$ cat config.mk
export PLATFORM = sky130hd
export DESIGN_NAME = sysctl_bank
export DESIGN_NICKNAME = d
export VERILOG_FILES = /design/src/design/reset_cause.v /design/src/design/sysctl_bank.v
export VERILOG_INCLUDE_DIRS = /design/src /design/src/design
export SDC_FILE = /design/constraint.sdc
export NUM_CORES = 1
export LEC_CHECK = 0
export ABC_AREA = 1
export BUFFER_PORTS_ARGS = -buffer_cell sky130_fd_sc_hd__buf_2
export CAP_MARGIN = 10
export CORE_MARGIN = 1
export CORE_UTILIZATION = 54
export CTS_CLUSTER_DIAMETER = 100
export DETAILED_ROUTE_END_ITERATION = 6
export PLACE_DENSITY_LB_ADDON = 0.3
export SLEW_MARGIN = 20
export SYNTH_ARGS = -nofsm -noshare
export SYNTH_HDL_FRONTEND = slang
export SYNTH_HIERARCHICAL = 1
export SYNTH_SLANG_ARGS = --single-unit
$ cat constraint.sdc
create_clock -name mclk_in -period 2.1 [get_ports mclk_in]
set_clock_uncertainty 0.05 [all_clocks]
set_input_delay 0.315 -clock mclk_in [delete_from_list [all_inputs] [get_ports mclk_in]]
set_output_delay 0.315 -clock mclk_in [all_outputs]
set_load 0.1 [all_outputs]
$ cat src/design/sysctl_regs.vh
// Summary of operation
// (RL1) protect bit 0 opens clock register writes
// (RL2) protect bit 3 opens detector/monitor writes
// (RL3) protect bit 6 opens program rom2 writes
// (RL4) closed protect bit keeps register unchanged
// (RL5) enable bit 5 switches detector 0
// (RL6) enable bit 6 switches detector 1
// (RL7) enable bit 7 switches detector 2
// (RL8) eight reset sources are recognised
// (RL9) flag register tells cold or warm start
// (RL10) detectors 1 and 2 raise interrupts
// (RL11) detectors 0, 1, 2 cause resets
// (RL12) each reset source writes its own code into flag bits 2:0
`ifndef SYSCTL_REGS_VH
`define SYSCTL_REGS_VH
`define ADDR_W            8
`define DATA_W            8
`define A_SYSCLK_A        8'h06
`define A_SYSCLK_B        8'h07
`define A_WPROT           8'h0A
`define A_SYSCLK_C        8'h0C
`define A_PCLK_SEL        8'h12
`define A_RST_FLAGS       8'h18
`define A_DET_EN          8'h1A
`define A_PLL             8'h1C
`define A_FAST_OSC        8'h22
`define A_MON_EN          8'h26
`define A_DET1_LVL        8'h28
`define A_MON0            8'h2A
`define A_MON1            8'h2B
`define A_MON2            8'h2C
`define A_PROM2           8'h30
`define A_IRQ_STAT        8'h31
`define A_IRQ_MASK        8'h32
`define WP_CLK_BIT        0
`define WP_VDET_BIT       3
`define WP_PROM2_BIT      6
`define WP_MASK           8'h49
`define DET0_BIT          5
`define DET1_BIT          6
`define DET2_BIT          7
`define CWR_BIT           7
`define SRC_HW            3'h0
`define SRC_VMON0         3'h1
`define SRC_VMON1         3'h2
`define SRC_VMON2         3'h3
`define SRC_POR           3'h4
`define SRC_OSC           3'h5
`define SRC_WDT           3'h6
`define SRC_SW            3'h7
`define ZERO8             8'h00
`endif

$ cat src/design/reset_cause.v
`include "sysctl_regs.vh"
module reset_cause (
  input  wire       mclk_in,
  input  wire       nrst_in,
  input  wire [7:0] src_in,
  input  wire       cold_in,
  output reg  [7:0] flags_out
);
  ////////////////////////////////////////////////////////////////
  // priority: lowest source index wins when several fire together
  function [2:0] first_src;
    input [7:0] v;
    integer i;
    begin
      first_src = `SRC_SW;
      for (i = 7; i >= 0; i = i - 1)
        if (v[i])
          first_src = i[2:0];
    end
  endfunction
  ////////////////////////////////////////////////////////////////
  // flags persist across nrst_in: only a new event rewrites them
  // limitation: contents are undefined until the first reset event
  always @(posedge mclk_in) begin
    if (|src_in) begin
      flags_out[2:0] <= first_src(src_in); // RL12
      flags_out[6:3] <= 4'h0;
      flags_out[`CWR_BIT] <= cold_in; // RL9
    end
  end
endmodule // reset_cause

$ cat src/design/sysctl_bank.v
// The implementer's own choice: the strobed register port.
`include "sysctl_regs.vh"
module sysctl_bank (
  input  wire       mclk_in,
  input  wire       nrst_in,
  input  wire [7:0] addr_in,
  input  wire [7:0] wdata_in,
  input  wire       wr_in,
  input  wire       rd_in,
  output reg  [7:0] rdata_out,
  input  wire       hw_rst_pin_in,
  input  wire       por_in,
  input  wire       osc_stop_in,
  input  wire       wdt_rst_in,
  input  wire       sw_rst_in,
  input  wire [2:0] below_level_in,
  output reg  [2:0] det_enable_out,
  output reg        sys_reset_out,
  output wire       irq_out,
  output reg  [7:0] sysclk_a_out,
  output reg  [7:0] sysclk_b_out,
  output reg  [7:0] sysclk_c_out,
  output reg  [7:0] pll_out,
  output reg  [7:0] pclk_sel_out,
  output reg  [7:0] fast_osc_out,
  output reg  [7:0] prom2_out,
  output reg  [7:0] mon_en_out,
  output reg  [7:0] det1_lvl_out,
  output reg  [7:0] mon0_out,
  output reg  [7:0] mon1_out,
  output reg  [7:0] mon2_out
);
  reg  [7:0] wprot_reg;
  reg  [7:0] stat_reg;
  reg  [7:0] mask_reg;
  reg  [2:0] lvl_s1_reg;
  reg  [2:0] lvl_s2_reg;
  reg  [4:0] pin_s1_reg;
  reg  [4:0] pin_s2_reg;
  reg  [7:0] rdata_next;
  wire [7:0] flags;
  wire [2:0] low_det;
  wire [7:0] src;
  wire       src_pin;
  wire       src_mon0;
  wire       src_mon1;
  wire       src_mon2;
  wire       src_por;
  wire       src_osc;
  wire       src_wdt;
  wire       src_sw;
  wire       we_wprot;
  wire       we_sysclk_a;
  wire       we_sysclk_b;
  wire       we_sysclk_c;
  wire       we_pll;
  wire       we_pclk_sel;
  wire       we_fast_osc;
  wire       we_prom2;
  wire       we_det_en;
  wire       we_mon_en;
  wire       we_det1_lvl;
  wire       we_mon0;
  wire       we_mon1;
  wire       we_mon2;
  wire       we_mask;
  wire       rs_wprot;
  wire       rs_flags;
  wire       rs_det_en;
  wire       rs_sysclk_a;
  wire       rs_sysclk_b;
  wire       rs_sysclk_c;
  wire       rs_pll;
  wire       rs_pclk_sel;
  wire       rs_fast_osc;
  wire       rs_prom2;
  wire       rs_mon_en;
  wire       rs_det1_lvl;
  wire       rs_mon0;
  wire       rs_mon1;
  wire       rs_mon2;
  wire       rs_stat;
  wire       rs_mask;
  ////////////////////////////////////////////////////////////////
  // async inputs pass two flops before use
  always @(posedge mclk_in) begin
    lvl_s1_reg <= below_level_in;
    lvl_s2_reg <= lvl_s1_reg;
    pin_s1_reg <= {sw_rst_in, wdt_rst_in, osc_stop_in, por_in, hw_rst_pin_in};
    pin_s2_reg <= pin_s1_reg;
  end
  // a disabled detector sees nothing
  assign low_det  = lvl_s2_reg & det_enable_out; // RL11
  assign src_pin  = pin_s2_reg[0];
  assign src_mon0 = low_det[0];
  assign src_mon1 = low_det[1];
  assign src_mon2 = low_det[2];
  assign src_por  = pin_s2_reg[1];
  assign src_osc  = pin_s2_reg[2];
  assign src_wdt  = pin_s2_reg[3];
  assign src_sw   = pin_s2_reg[4];
  assign src = {src_sw, src_wdt, src_osc, src_por,
                src_mon2, src_mon1, src_mon0, src_pin}; // RL8
  ////////////////////////////////////////////////////////////////
  // sys_reset_out asserts for any source; it drives the system reset
  always @(posedge mclk_in) begin
    if (!nrst_in)
      sys_reset_out <= 1'b0;
    else
      sys_reset_out <= |src; // RL11
  end
  // power-on marks cold start; all others are warm
  reset_cause u_cause (
    .mclk_in   (mclk_in),
    .nrst_in   (nrst_in),
    .src_in    (src),
    .cold_in   (src_por),
    .flags_out (flags)
  );
  ////////////////////////////////////////////////////////////////
  wire wp_clk  = wprot_reg[`WP_CLK_BIT];
  wire wp_vdet = wprot_reg[`WP_VDET_BIT];
  wire wp_rom  = wprot_reg[`WP_PROM2_BIT];
  function hit;
    input [7:0] a;
    input [7:0] b;
    begin
      hit = (a == b);
    end
  endfunction
  // writes with the guarding bit clear fall through untouched
  assign we_wprot    = wr_in && hit(addr_in, `A_WPROT);
  assign we_sysclk_a = wr_in && hit(addr_in, `A_SYSCLK_A) && wp_clk; // RL1 RL4
  assign we_sysclk_b = wr_in && hit(addr_in, `A_SYSCLK_B) && wp_clk; // RL1
  assign we_sysclk_c = wr_in && hit(addr_in, `A_SYSCLK_C) && wp_clk; // RL1
  assign we_pll      = wr_in && hit(addr_in, `A_PLL) && wp_clk; // RL1
  assign we_pclk_sel = wr_in && hit(addr_in, `A_PCLK_SEL) && wp_clk; // RL1
  assign we_fast_osc = wr_in && hit(addr_in, `A_FAST_OSC) && wp_clk; // RL1
  assign we_prom2    = wr_in && hit(addr_in, `A_PROM2) && wp_rom; // RL3
  assign we_det_en   = wr_in && hit(addr_in, `A_DET_EN) && wp_vdet; // RL2
  assign we_mon_en   = wr_in && hit(addr_in, `A_MON_EN) && wp_vdet; // RL2
  assign we_det1_lvl = wr_in && hit(addr_in, `A_DET1_LVL) && wp_vdet; // RL2
  assign we_mon0     = wr_in && hit(addr_in, `A_MON0) && wp_vdet; // RL2
  assign we_mon1     = wr_in && hit(addr_in, `A_MON1) && wp_vdet; // RL2
  assign we_mon2     = wr_in && hit(addr_in, `A_MON2) && wp_vdet; // RL2
  assign we_mask     = wr_in && hit(addr_in, `A_IRQ_MASK);

  assign rs_wprot    = hit(addr_in, `A_WPROT);
  assign rs_flags    = hit(addr_in, `A_RST_FLAGS);
  assign rs_det_en   = hit(addr_in, `A_DET_EN);
  assign rs_sysclk_a = hit(addr_in, `A_SYSCLK_A);
  assign rs_sysclk_b = hit(addr_in, `A_SYSCLK_B);
  assign rs_sysclk_c = hit(addr_in, `A_SYSCLK_C);
  assign rs_pll      = hit(addr_in, `A_PLL);
  assign rs_pclk_sel = hit(addr_in, `A_PCLK_SEL);
  assign rs_fast_osc = hit(addr_in, `A_FAST_OSC);
  assign rs_prom2    = hit(addr_in, `A_PROM2);
  assign rs_mon_en   = hit(addr_in, `A_MON_EN);
  assign rs_det1_lvl = hit(addr_in, `A_DET1_LVL);
  assign rs_mon0     = hit(addr_in, `A_MON0);
  assign rs_mon1     = hit(addr_in, `A_MON1);
  assign rs_mon2     = hit(addr_in, `A_MON2);
  assign rs_stat     = hit(addr_in, `A_IRQ_STAT);
  assign rs_mask     = hit(addr_in, `A_IRQ_MASK);

  always @(posedge mclk_in) begin
    if (!nrst_in) begin
      wprot_reg <= `ZERO8;
    end else if (we_wprot) begin
      wprot_reg <= wdata_in & `WP_MASK;
    end
  end

  always @(posedge mclk_in) begin
    if (!nrst_in) begin
      sysclk_a_out <= `ZERO8;
    end else if (we_sysclk_a) begin
      sysclk_a_out <= wdata_in; // RL1
    end
  end

  always @(posedge mclk_in) begin
    if (!nrst_in) begin
      sysclk_b_out <= `ZERO8;
    end else if (we_sysclk_b) begin
      sysclk_b_out <= wdata_in; // RL1
    end
  end

  always @(posedge mclk_in) begin
    if (!nrst_in) begin
      sysclk_c_out <= `ZERO8;
    end else if (we_sysclk_c) begin
      sysclk_c_out <= wdata_in; // RL1
    end
  end

  always @(posedge mclk_in) begin
    if (!nrst_in) begin
      pll_out <= `ZERO8;
    end else if (we_pll) begin
      pll_out <= wdata_in; // RL1
    end
  end

  always @(posedge mclk_in) begin
    if (!nrst_in) begin
      pclk_sel_out <= `ZERO8;
    end else if (we_pclk_sel) begin
      pclk_sel_out <= wdata_in; // RL1
    end
  end

  always @(posedge mclk_in) begin
    if (!nrst_in) begin
      fast_osc_out <= `ZERO8;
    end else if (we_fast_osc) begin
      fast_osc_out <= wdata_in; // RL1
    end
  end

  always @(posedge mclk_in) begin
    if (!nrst_in) begin
      prom2_out <= `ZERO8;
    end else if (we_prom2) begin
      prom2_out <= wdata_in; // RL3
    end
  end

  always @(posedge mclk_in) begin
    if (!nrst_in) begin
      det_enable_out <= 3'h0;
    end else if (we_det_en) begin
      det_enable_out[0] <= wdata_in[`DET0_BIT]; // RL5
      det_enable_out[1] <= wdata_in[`DET1_BIT]; // RL6
      det_enable_out[2] <= wdata_in[`DET2_BIT]; // RL7
    end
  end

  always @(posedge mclk_in) begin
    if (!nrst_in) begin
      mon_en_out <= `ZERO8;
    end else if (we_mon_en) begin
      mon_en_out <= wdata_in; // RL2
    end
  end

  always @(posedge mclk_in) begin
    if (!nrst_in) begin
      det1_lvl_out <= `ZERO8;
    end else if (we_det1_lvl) begin
      det1_lvl_out <= wdata_in; // RL2
    end
  end

  always @(posedge mclk_in) begin
    if (!nrst_in) begin
      mon0_out <= `ZERO8;
    end else if (we_mon0) begin
      mon0_out <= wdata_in; // RL2
    end
  end

  always @(posedge mclk_in) begin
    if (!nrst_in) begin
      mon1_out <= `ZERO8;
    end else if (we_mon1) begin
      mon1_out <= wdata_in; // RL2
    end
  end

  always @(posedge mclk_in) begin
    if (!nrst_in) begin
      mon2_out <= `ZERO8;
    end else if (we_mon2) begin
      mon2_out <= wdata_in; // RL2
    end
  end

  // the mask is left open so software can always silence the interrupt
  always @(posedge mclk_in) begin
    if (!nrst_in) begin
      mask_reg <= `ZERO8;
    end else if (we_mask) begin
      mask_reg <= wdata_in;
    end
  end
  ////////////////////////////////////////////////////////////////
  // interrupt status: bit1 detector1, bit2 detector2; set beats clear
  wire [7:0] irq_set = {5'h00, low_det[2], low_det[1], 1'b0}; // RL10
  wire       clr_hit = wr_in && hit(addr_in, `A_IRQ_STAT);
  always @(posedge mclk_in) begin
    if (!nrst_in)
      stat_reg <= `ZERO8;
    else
      stat_reg <= (stat_reg & ~(clr_hit ? wdata_in : `ZERO8)) | irq_set; // RL10
  end
  assign irq_out = |(stat_reg & mask_reg);
  ////////////////////////////////////////////////////////////////
  // idle and unmapped reads give zero so a stale value never leaks out
  always @* begin
    rdata_next = `ZERO8;
    if (!rd_in) begin
      rdata_next = `ZERO8;
    end else if (rs_wprot) begin
      rdata_next = wprot_reg;
    end else if (rs_flags) begin
      rdata_next = flags; // RL9
    end else if (rs_det_en) begin
      rdata_next = {det_enable_out, 5'h00};
    end else if (rs_sysclk_a) begin
      rdata_next = sysclk_a_out;
    end else if (rs_sysclk_b) begin
      rdata_next = sysclk_b_out;
    end else if (rs_sysclk_c) begin
      rdata_next = sysclk_c_out;
    end else if (rs_pll) begin
      rdata_next = pll_out;
    end else if (rs_pclk_sel) begin
      rdata_next = pclk_sel_out;
    end else if (rs_fast_osc) begin
      rdata_next = fast_osc_out;
    end else if (rs_prom2) begin
      rdata_next = prom2_out;
    end else if (rs_mon_en) begin
      rdata_next = mon_en_out;
    end else if (rs_det1_lvl) begin
      rdata_next = det1_lvl_out;
    end else if (rs_mon0) begin
      rdata_next = mon0_out;
    end else if (rs_mon1) begin
      rdata_next = mon1_out;
    end else if (rs_mon2) begin
      rdata_next = mon2_out;
    end else if (rs_stat) begin
      rdata_next = stat_reg;
    end else if (rs_mask) begin
      rdata_next = mask_reg;
    end
  end

  always @(posedge mclk_in) begin
    if (!nrst_in) begin
      rdata_out <= `ZERO8;
    end else begin
      rdata_out <= rdata_next;
    end
  end
endmodule // sysctl_bank

== Yosys cells after proc, flatten, opt, wreduce, memory -nomap -nowiden ==
Index checks and enable logic that the tools add are counted.

* Logic and storage cells: 113
* Input port bits: 28
* Register bits: 147

* Equal/unequal tests: 17
* Reduce and logical (&&, ||, !) cells: 37
* Bitwise logic cells: 6
* Muxes and demuxes: 24

{| class="wikitable"
|+ Operator list
! kind !! number
|-
| $mux W8 || 17
|-
| $eq A8 B6 Y1 const B || 9
|-
| $eq A8 B5 Y1 const B || 4
|-
| $logic_and A1 B1 Y1 || 29
|-
| $and A8 B8 Y8 || 2
|-
| $eq A8 B3 Y1 const B || 2
|-
| $eq A8 B4 Y1 const B || 2
|-
| $reduce_or A8 Y1 || 2
|-
| $mux W2 || 4
|-
| $not A8 Y8 || 1
|-
| $or A8 B3 Y8 || 1
|-
| $reduce_or A4 Y1 || 2
|-
| $mux W7 || 1
|-
| $reduce_or A2 Y1 || 2
|-
| $and A3 B3 Y3 || 1
|-
| $reduce_or A3 Y1 || 1
|-
| $mux W1 || 2
|-
| $reduce_and A2 Y1 || 1
|-
| $not A1 Y1 || 1
|}

== Depth between registers and ports, before layout ==
Gate-level depths: netlist (run 1).

* Depth after elaboration: 18
* Gate-level depth with buffers: 15
* Depth with buffers taken out: 15

== Modules after synthesis ==
The synthesis (run 1) kept the hierarchy.

{| class="wikitable"
|+ Modules (own cells, without submodules)
! module !! area each (µm²) !! cells an instance !! instances
|-
| sysctl_bank || 6044.5 || 852 || 1
|-
| reset_cause || 227.7 || 25 || 1
|}

== Worst setup path before layout (run 1) ==
Ideal clock, no wire load.

* Path kind: reg2reg
* Start point: reg det1_lvl_out[6]
* End point: reg rdata_out[6]
* Data required time: 1.994 ns
* Setup time: 0.056 ns
* Clock period less this slack: 1.822 ns
* Arrival time: 1.717 ns
* Path slack: 0.278 ns
* Cell stages (with the launch flop): 13
* Cell sequence: dfxtp_1 inv_1 o21ai_0 inv_1 nand3_1 nand2_1 nand3_1 nand2_1 nand4_1 nor2_1 nand4_1 nand2_1 inv_1

* Longest elaborated chain between the ends: 12

{| class="wikitable"
|+ RTL lines
! element !! RTL line !! RTL
|-
| start, declared || sysctl_bank.v:28 || <nowiki>output reg [7:0] det1_lvl_out,</nowiki>
|-
| start signal, assigned || sysctl_bank.v:250 || <nowiki>det1_lvl_out <= `ZERO8;</nowiki>
|-
| start signal, assigned || sysctl_bank.v:252 || <nowiki>det1_lvl_out <= wdata_in;</nowiki>
|-
| $mux W8 || sysctl_bank.v:327 || <nowiki>end else if (rs_det1_lvl) begin</nowiki>
|-
| $mux W8 || sysctl_bank.v:325 || <nowiki>end else if (rs_mon_en) begin</nowiki>
|-
| $mux W8 || sysctl_bank.v:323 || <nowiki>end else if (rs_prom2) begin</nowiki>
|-
| $mux W8 || sysctl_bank.v:321 || <nowiki>end else if (rs_fast_osc) begin</nowiki>
|-
| $mux W8 || sysctl_bank.v:319 || <nowiki>end else if (rs_pclk_sel) begin</nowiki>
|-
| $mux W8 || sysctl_bank.v:317 || <nowiki>end else if (rs_pll) begin</nowiki>
|-
| $mux W8 || sysctl_bank.v:315 || <nowiki>end else if (rs_sysclk_c) begin</nowiki>
|-
| $mux W8 || sysctl_bank.v:313 || <nowiki>end else if (rs_sysclk_b) begin</nowiki>
|-
| $mux W8 || sysctl_bank.v:311 || <nowiki>end else if (rs_sysclk_a) begin</nowiki>
|-
| $mux W8 || sysctl_bank.v:309 || <nowiki>end else if (rs_det_en) begin</nowiki>
|-
| $mux W8 || sysctl_bank.v:307 || <nowiki>end else if (rs_flags) begin</nowiki>
|-
| $mux W7 || sysctl_bank.v:305 || <nowiki>end else if (rs_wprot) begin</nowiki>
|-
| end signal, assigned || sysctl_bank.v:344 || <nowiki>rdata_out <= `ZERO8;</nowiki>
|-
| end signal, assigned || sysctl_bank.v:346 || <nowiki>rdata_out <= rdata_next;</nowiki>
|-
| end, declared || sysctl_bank.v:10 || <nowiki>output reg [7:0] rdata_out,</nowiki>
|}

Every way passes these cells.
A chain may end at the register's enable or synchronous reset.

== Final worst setup path (run 1) ==
* Start point: reg stat_reg[2]
* End point: out irq_out

* Longest elaborated chain between the ends: 2

{| class="wikitable"
|+ RTL lines
! element !! RTL line !! RTL
|-
| start, declared || sysctl_bank.v:34 || <nowiki>reg [7:0] stat_reg;</nowiki>
|-
| start signal, assigned || sysctl_bank.v:294 || <nowiki>stat_reg <= `ZERO8;</nowiki>
|-
| start signal, assigned || sysctl_bank.v:296 || <nowiki>stat_reg <= (stat_reg & ~(clr_hit ? wdata_in : `ZERO8)) | irq_set;</nowiki>
|-
| $and A8 B8 Y8 || sysctl_bank.v:298 || <nowiki>assign irq_out = |(stat_reg & mask_reg);</nowiki>
|-
| $reduce_or A8 Y1 || sysctl_bank.v:298 ||
|-
| end, declared || sysctl_bank.v:19 || <nowiki>output wire irq_out,</nowiki>
|}

Every way passes these cells.

==> flow_metrics.tcl, run 1 <==
set metrics [dict create \
    total_leakage_power_nw 3.45 \
    placed_area_mm2 0.00726 \
    drc 1 \
    grt_util_all_layers 0.356 \
    fmax_mhz 503 \
    setup_viol 0 \
    ys_seq_elements 147 \
    drt-total-wl_mm 20.5 \
    final_hold_viol_count 0 \
    outcome "complete, but fails checks" \
    antennaDiodeCount 0 \
    start_kind "flop" \
    netlist_area_mm2 0.00627 \
    cts_tree "yes" \
    finalCriticalPeriod_ns 1.99 \
    port_buffers 136 \
    yosys-top-cells-count "187 x nand2_1, 143 x dfxtp_1, 121 x a21oi_1" \
    synth-edff-count 4 \
    worst_pin_slew_ns 0.536 \
    swShare 0.228 \
    p_switching_mw 1.38 \
    place_hpwl_mm 14.3 \
    synth_flop_cell "dfxtp_1" \
    violations "design-rule violations" \
    min_path_cells 3 \
    dieArea_mm2 0.0121 \
    relSlewSlack 0.642 \
    required_ns 1.74 \
    grt_pass1_wl_mm 31.7 \
    cts_buffers 17 \
    pwr-share-seq 0.469 \
    cp-end-kind "output port" \
    viasPerCell 5.59 \
    rows 38 \
    die_w_um 110 \
    dp_cells 1153 \
    grt_setup_unrepaired "no" \
    syn_to_final_growth_pct 26.2 \
    drv_cap 0 \
    ys_seq_area_frac 0.476 \
    ys_async_sr_fraction 0 \
    cts_resized 0 \
    clkPwrFrac 0.488 \
    first_iter_violations 611 \
    crit_arrival_ns 1.62 \
    vias 6658 \
    yosysTopAreaCell "dfxtp_1" \
    grt_max_degree 33 \
    start_util 0.566 \
    antenna_found_initial 0 \
    ant_nets 0 \
    peakVddDrop_uv 683 \
    clock-sinks 147 \
    clk_latency_ns 0.43 \
    drv_slew 0 \
    pin_count 137 \
    path_class "reg -> out" \
    fin_nets 1068 \
    finalCritPeriodShare 0.947 \
    stdcell_count 1192 \
    h-tree-depth 4 \
    yosys.cell_types.count 33 \
    p_per_area_mw_per_mm2 763 \
    drt_pre_antenna_iters 7 \
    yosysMostFrequentCell "nand2_1" \
    avgRoutedWirePerCell_um 17.2 \
    clk_pin_slew_worst_paths_ns 0.06 \
    p_int_mw 4.66 \
    syn_inst 877 \
    grt_pass1_vias 6195 \
    die_y_um 110 \
    yosys_warnings 6 \
    core-area_mm2 0.0111 \
    holdCritPathClass "in -> reg" \
    synth_top_area_frac 0.456 \
    critical_path_peak_fanout 3 \
    synth.area.top_cells "dfxtp_1 46%, nand2_1 11%, a21oi_1 9.7%, o21ai_0 6.9%, inv_1 6.5%" \
    grt-ovfl-total 0 \
    avgSynthCellArea_um2 7.15 \
    drive_gt1_frac 0.215 \
    p_comb_frac 0.043 \
    worst-r2r-cell-count 5 \
    design_area_mm2 0.00792 \
    cts_buffer_depth 2 \
    cts_root_buffer "clkbuf_16" \
    gp_congestion 0.970 \
]
[cell usage in the layout, fill, tap and decap left out, types with 18 or more instances in the layout]
master	instances
a21oi_1	121
o21ai_0	87
dfxtp_1	143
nand3_1	59
buf_2	136
nand4_1	18
nor2_1	63
inv_1	109
nand2_1	187
buf_4	41
[worst paths after layout]
| kind | startpoint | to | slack (ns) |
|---|---|---|---|
| max | stat_reg[2] | irq_out | 0.11 |
| min reg2reg | lvl_s1_reg[2] | lvl_s2_reg[2] | 0.28 |
| min | nrst_in | sysclk_a_out[0] | 0.19 |
| max reg2reg | wprot_reg[0] | sysclk_a_out[3] | 0.30 |
[final cells by class]
class                           count  area [µm²]
Inverter                          113         424
Clock inverter                     13         136
Sequential cell                   147        2980
Multi-Input combinational cell    575        2670
Fill cell                         915        3160
Timing Repair Buffer              186        1090
Clock buffer                       18         439
Tap cell                          140         175
[cell families after synthesis]
group                  after synthesis  synth area share
flip-flops                         147             0.476
other                                1          0.000598
AND/OR/NAND/NOR                    352             0.244
AO/OA/AOI/OAI                      219             0.179
buffers and inverters              158             0.101
[routing by layer]
layer  up-vias  GRT usage  routed length, µm
li1       3167          -                  -
met1      3005      0.449               8160
met2       408      0.572               9480
met3        78     0.0705               2000
met4         0      0.194                847
met5         -          0                  0
[critical path: stages, from the launching register on]
cell and delay (ns):
dfxtp_1 0.40, inv_1 0.05, o21ai_0 0.15, a221oi_1 0.08
nand2_1 0.09, buf_2 0.42
[power by group through the flow]
stage          Combinational, mW  Sequential, mW  Clock (mW)
2_1_floorplan              0.124            2.90           0
3_3_place_gp               0.237            2.89           0
3_5_place_dp               0.238            2.89           0
4_1_cts                    0.252            2.83        2.94
5_1_grt                    0.277            2.83        3.07
6_report                   0.262            2.83        2.95
[through the flow]
stage                     power (mW)  hold WS (ns)  utilization  setup WS, ns  setup TNS [ns]
final                           6.04         0.190        0.714         0.112               0
after global routing            6.18         0.189        0.714        0.0312               0
after CTS                       6.03         0.170        0.714         0.137               0
after detailed placement        3.13         0.262        0.655       -0.0899          -0.284
after global placement          3.13         0.261        0.655       -0.0944          -0.335
after floorplan                 3.03         0.260            -         0.278               0
[timing repair]
item,CTS,global route
endpoints found under the hold margin,8,0
hold buffers,8,0
setup buffers,0,0
No activity file was read; power rests on OpenSTA's default activity.
==> run 2, diff against run 1 <==
Settings changed: CORE_MARGIN 1 to 3, SKIP_CTS_REPAIR_TIMING set to 1.
==> run 2 against run 1 <==
The flow now finishes without violations; cell count increased by 1.8%; clock-buffer cell count decreased by 1; non-clock buffer count increased by 20; sequential power about the same; critical path depth unchanged; sequential cell count unchanged; via count increased by 2.1%; combinational power increased by 5%; largest power group unchanged.
==> flow_metrics.tcl, run 2 (synthesis gave the netlist of run 1 again) <==
set metrics [dict create \
    outcome "complete, no violations" \
    cts_buffer_depth 2 \
    cts_buffers 17 \
    cp-end-kind "output port" \
    grt_util_all_layers 0.330 \
    grt_pass1_vias 6303 \
    ant_nets 0 \
    first_iter_violations 780 \
    port_buffers 136 \
    cts_root_buffer "clkbuf_16" \
    p_comb_frac 0.044 \
    drv_slew 0 \
    die_w_um 114 \
    path_class "reg -> out" \
    p_per_area_mw_per_mm2 769 \
    design_area_mm2 0.00812 \
    place_hpwl_mm 15.1 \
    h-tree-depth 4 \
    p_switching_mw 1.46 \
    clock-sinks 147 \
    final_hold_viol_count 0 \
    placed_area_mm2 0.00743 \
    swShare 0.234 \
    start_util 0.566 \
    start_kind "flop" \
    holdCritPathClass "in -> reg" \
    most-common-layout-cells "187 x nand2_1, 143 x dfxtp_1, 135 x buf_2" \
    worst_pin_slew_ns 0.680 \
    drv_cap 0 \
    antenna_found_initial 0 \
    fin_tns_setup_ns 0 \
    total_leakage_power_nw 3.57 \
    drc 0 \
    grt_max_degree 41 \
    grt_pass1_wl_mm 32.9 \
    drt-total-wl_mm 21.7 \
    crit_arrival_ns 1.59 \
    cts_tree "yes" \
    worst_slack_ns 0.142 \
    pwr-share-seq 0.453 \
    finalCriticalPeriod_ns 1.96 \
    critical_path_peak_fanout 3 \
    fmax_mhz 511 \
    pin_count 137 \
    dieArea_mm2 0.0129 \
    final_common_cell "nand2_1" \
    setup_viol 0 \
    fin_nets 1088 \
    viasPerCell 5.61 \
    preCtsSetupSlack_ns -0.123 \
    required_ns 1.74 \
    drive_gt1_frac 0.230 \
    relSlewSlack 0.546 \
    grt-ovfl-total 0 \
    core-area_mm2 0.0111 \
    clk_latency_ns 0.43 \
    p_int_mw 4.78 \
    clk_pin_slew_worst_paths_ns 0.06 \
    antennaDiodeCount 0 \
    whs_ns 0.232 \
    gp_congestion 0.988 \
    vias 6799 \
    syn_to_final_growth_pct 29.5 \
    r2r_slack_ns 0.31 \
    drt_pre_antenna_iters 5 \
    die_y_um 114 \
    avgRoutedWirePerCell_um 17.9 \
    finalCritPeriodShare 0.932 \
    grt_setup_unrepaired "no" \
    clkPwrFrac 0.502 \
    peakVddDrop_uv 818 \
    rows 38 \
]
[run 2: changes by cell type in the layout (fill, tap and decap cells not counted), sizes merged]
| cell | delta |
|---|---|
| buf | +19 |
| bufinv | +1 |
| clkinv | -1 |
| inv | +2 |
[run 2: metrics by stage]
stage | util | power, mW | instances
5_1_grt | 0.733 | 6.39 | 1213
6_report | 0.733 | 6.25 | 1213
2_1_floorplan | - | 3.03 | 880
4_1_cts | 0.726 | 6.22 | 1205
3_5_place_dp | 0.671 | 3.15 | 1173
3_3_place_gp | 0.671 | 3.14 | 1173
[run 2: critical path, stage by stage, from the launching register on]
cell and delay, ns:
dfxtp_1 0.36, nand2_1 0.10, nand2_1 0.05, a221oi_1 0.22, nand2_1 0.13, clkbuf_4 0.30
[run 2: final timing paths]
kind / from / to / cells after the start
setup / recovery: stat_reg[6] / irq_out / 5
setup reg to reg: wprot_reg[0] / sysclk_a_out[6] / 5
hold / removal: wdata_in[7] / sysclk_c_out[7] / 3
hold reg to reg: pin_s1_reg[0] / pin_s2_reg[0] / 0
[run 2: power by group through the flow]
stage / registers (mW) / logic, mW / clock network, mW
finish: 2.83 / 0.276 / 3.14
floorplan: 2.90 / 0.124 / 0
global route: 2.83 / 0.293 / 3.26
detailed placement: 2.89 / 0.252 / 0
global placement: 2.89 / 0.249 / 0
CTS: 2.83 / 0.254 / 3.13
[run 2: area by class of cell]
cell class | count | area (µm²)
clock buffers | 17 | 425
clock inverters | 15 | 181
fillers | 866 | 2950
inverters | 113 | 424
multi-input cells | 575 | 2670
flip-flops and latches | 147 | 2980
well taps | 140 | 175
repair buffers | 206 | 1270
[run 2: layer usage]
| metal | global-route usage | part of all wire | up-vias |
|---|---|---|---|
| li1 | - | - | 3211 |
| met3 | 0.0706 | 0.10 | 79 |
| met1 | 0.419 | 0.39 | 3094 |
| met2 | 0.532 | 0.47 | 415 |
| met4 | 0.169 | 0.047 | 0 |
| met5 | 0 | 0 | - |
==> run 3, diff against run 2 <==
Settings changed: MAX_ROUTING_LAYER set to met4.
==> run 3 against run 2 <==
First-iteration DRC count is 16% lower; routed wire length decreased by 4.3%; worst hold slack got worse by 0.050 ns; via count fell by 2.5%; cell area is 2.0% lower; sequential cell count is the same; maximum frequency down 2.8%; critical path depth is the same; clock-buffer cell count rose by 1; die area unchanged.
==> flow_metrics.tcl, run 3 (synthesis gave the netlist of run 1 again) <==
set metrics [dict create \
    clkPwrFrac 0.484 \
    finalCritPeriodShare 0.959 \
    design_area_mm2 0.00797 \
    grt_pass1_vias 6001 \
    start_util 0.566 \
    ant_nets 0 \
    grt_pass1_wl_mm 31.3 \
    cts_buffers 17 \
    final_hold_viol_count 0 \
    setup_viol 0 \
    r2r_start "wprot_reg[0]" \
    use_met3 0.0419 \
    drv_cap 0 \
    worst_pin_slew_ns 0.505 \
    syn_to_final_growth_pct 27.0 \
    most-common-layout-cells "187 x nand2_1, 143 x dfxtp_1, 135 x buf_2" \
    crit_arrival_ns 1.65 \
    place_hpwl_mm 14.6 \
    busiest_layer "met2" \
    num-fill-cells 907 \
    finalCriticalPeriod_ns 2.01 \
    worst-r2r-cell-count 5 \
    grt_max_degree 29 \
    final_common_cell "nand2_1" \
    die_y_um 114 \
    grt-ovfl-total 0 \
    h-tree-depth 4 \
    fmax_mhz 496 \
    cts_buffer_depth 2 \
    pwr-share-seq 0.472 \
    rows 38 \
    drt-total-wl_mm 20.8 \
    hold_start "rd_in" \
    total_leakage_power_nw 3.47 \
    startpoint "stat_reg[6]" \
    antennaDiodeCount 0 \
    fin_nets 1073 \
    r2r_slack_ns 0.35 \
    placed_area_mm2 0.00732 \
    path_class "reg -> out" \
    p_int_mw 4.54 \
    endpoint "irq_out" \
    core-area_mm2 0.0111 \
    cp-end-kind "output port" \
    viasPerCell 5.54 \
    pin_count 137 \
    antenna_found_initial 0 \
    cts_tree "yes" \
    outcome "complete, no violations" \
    die_w_um 114 \
    relSlewSlack 0.661 \
    timing.rr.end "sysclk_a_out[0]" \
    regArea_mm2 0.00298 \
    holdCritPathClass "in -> reg" \
    use_met1 0.412 \
    grt_setup_unrepaired "no" \
    first_iter_violations 652 \
    p_switching_mw 1.46 \
    start_kind "flop" \
    drc 0 \
    port_buffers 136 \
    multi_input_area_mm2 0.00267 \
    peakVddDrop_uv 679 \
    avgRoutedWirePerCell_um 17.3 \
    drt_pre_antenna_iters 6 \
    vias 6631 \
    dieArea_mm2 0.0129 \
    cts_root_buffer "clkbuf_16" \
    clk_pin_slew_worst_paths_ns 0.06 \
    critical_path_peak_fanout 3 \
    drv_slew 0 \
    required_ns 1.74 \
    gp_congestion 0.947 \
    swShare 0.243 \
    fin_util 0.719 \
    clock-sinks 147 \
    p_comb_frac 0.044 \
    drive_gt1_frac 0.217 \
    clk_latency_ns 0.43 \
    p_per_area_mw_per_mm2 753 \
    grt_util_all_layers 0.323 \
    gr-usage-met2 0.507 \
]
[run 3: changes by cell type in the layout (fill, tap and decap cells not counted), sizes merged]
cell,before,now
buf,197,182
bufinv,3,1
clkbuf,18,19
clkinv,6,7
[run 3: layout make-up]
| type | instances | area share |
|---|---|---|
| tap | 140 | 0.0220 |
| sequential | 147 | 0.374 |
| inverter | 113 | 0.0533 |
| timing repair buffer | 191 | 0.145 |
| clock inverter | 14 | 0.0165 |
| clock buffer | 18 | 0.0539 |
| multi-input combinational | 575 | 0.335 |
[run 3: metrics by stage]
| step | power (mW) | hold slack (ns) | TNS [ns] | instances | setup WS, ns |
|---|---|---|---|---|---|
| 4_1_cts | 5.98 | -0.0775 | 0 | 1190 | 0.0638 |
| 5_1_grt | 6.13 | 0.219 | 0 | 1198 | 0.0162 |
| 3_3_place_gp | 3.13 | 0.261 | -0.219 | 1158 | -0.0769 |
| 3_5_place_dp | 3.13 | 0.262 | -0.502 | 1158 | -0.0822 |
| 2_1_floorplan | 3.03 | 0.260 | 0 | 880 | 0.278 |
| 6_report | 6.00 | 0.182 | 0 | 1198 | 0.0852 |
[run 3: worst min path at each step]
stage	end	slack [ns]	cells after the start
6_report	rdata_out[6]	0.18	5
3_3_place_gp	lvl_s2_reg[0]	0.26	0
3_5_place_dp	lvl_s2_reg[2]	0.26	0
2_1_floorplan	lvl_s2_reg[0]	0.26	0
5_1_grt	rdata_out[6]	0.22	5
4_1_cts	pin_s1_reg[3]	-0.08	1
[run 3: metal layers]
metal	wire length, µm	share of wire	vias to the layer above
met2	9840	0.47	364
met4	835	0.040	0
li1	-	-	3188
met3	1800	0.087	73
met1	8300	0.40	3006
met5	0	0	-
[run 3: power groups by stage]
stage	sequential (mW)	combinational (mW)	clock, mW
after floorplan	2.90	0.124	0
after global placement	2.89	0.237	0
after detailed placement	2.89	0.239	0
after CTS	2.83	0.241	2.91
after global routing	2.83	0.278	3.02
final	2.83	0.262	2.90
[run 3: worst max-delay path, cell delays in order, from the launching register on]
cell and delay, ns:
dfxtp_1 0.36, nand2_1 0.08, nand2_1 0.06, a221oi_1 0.25, nand2_1 0.16, clkbuf_4 0.31
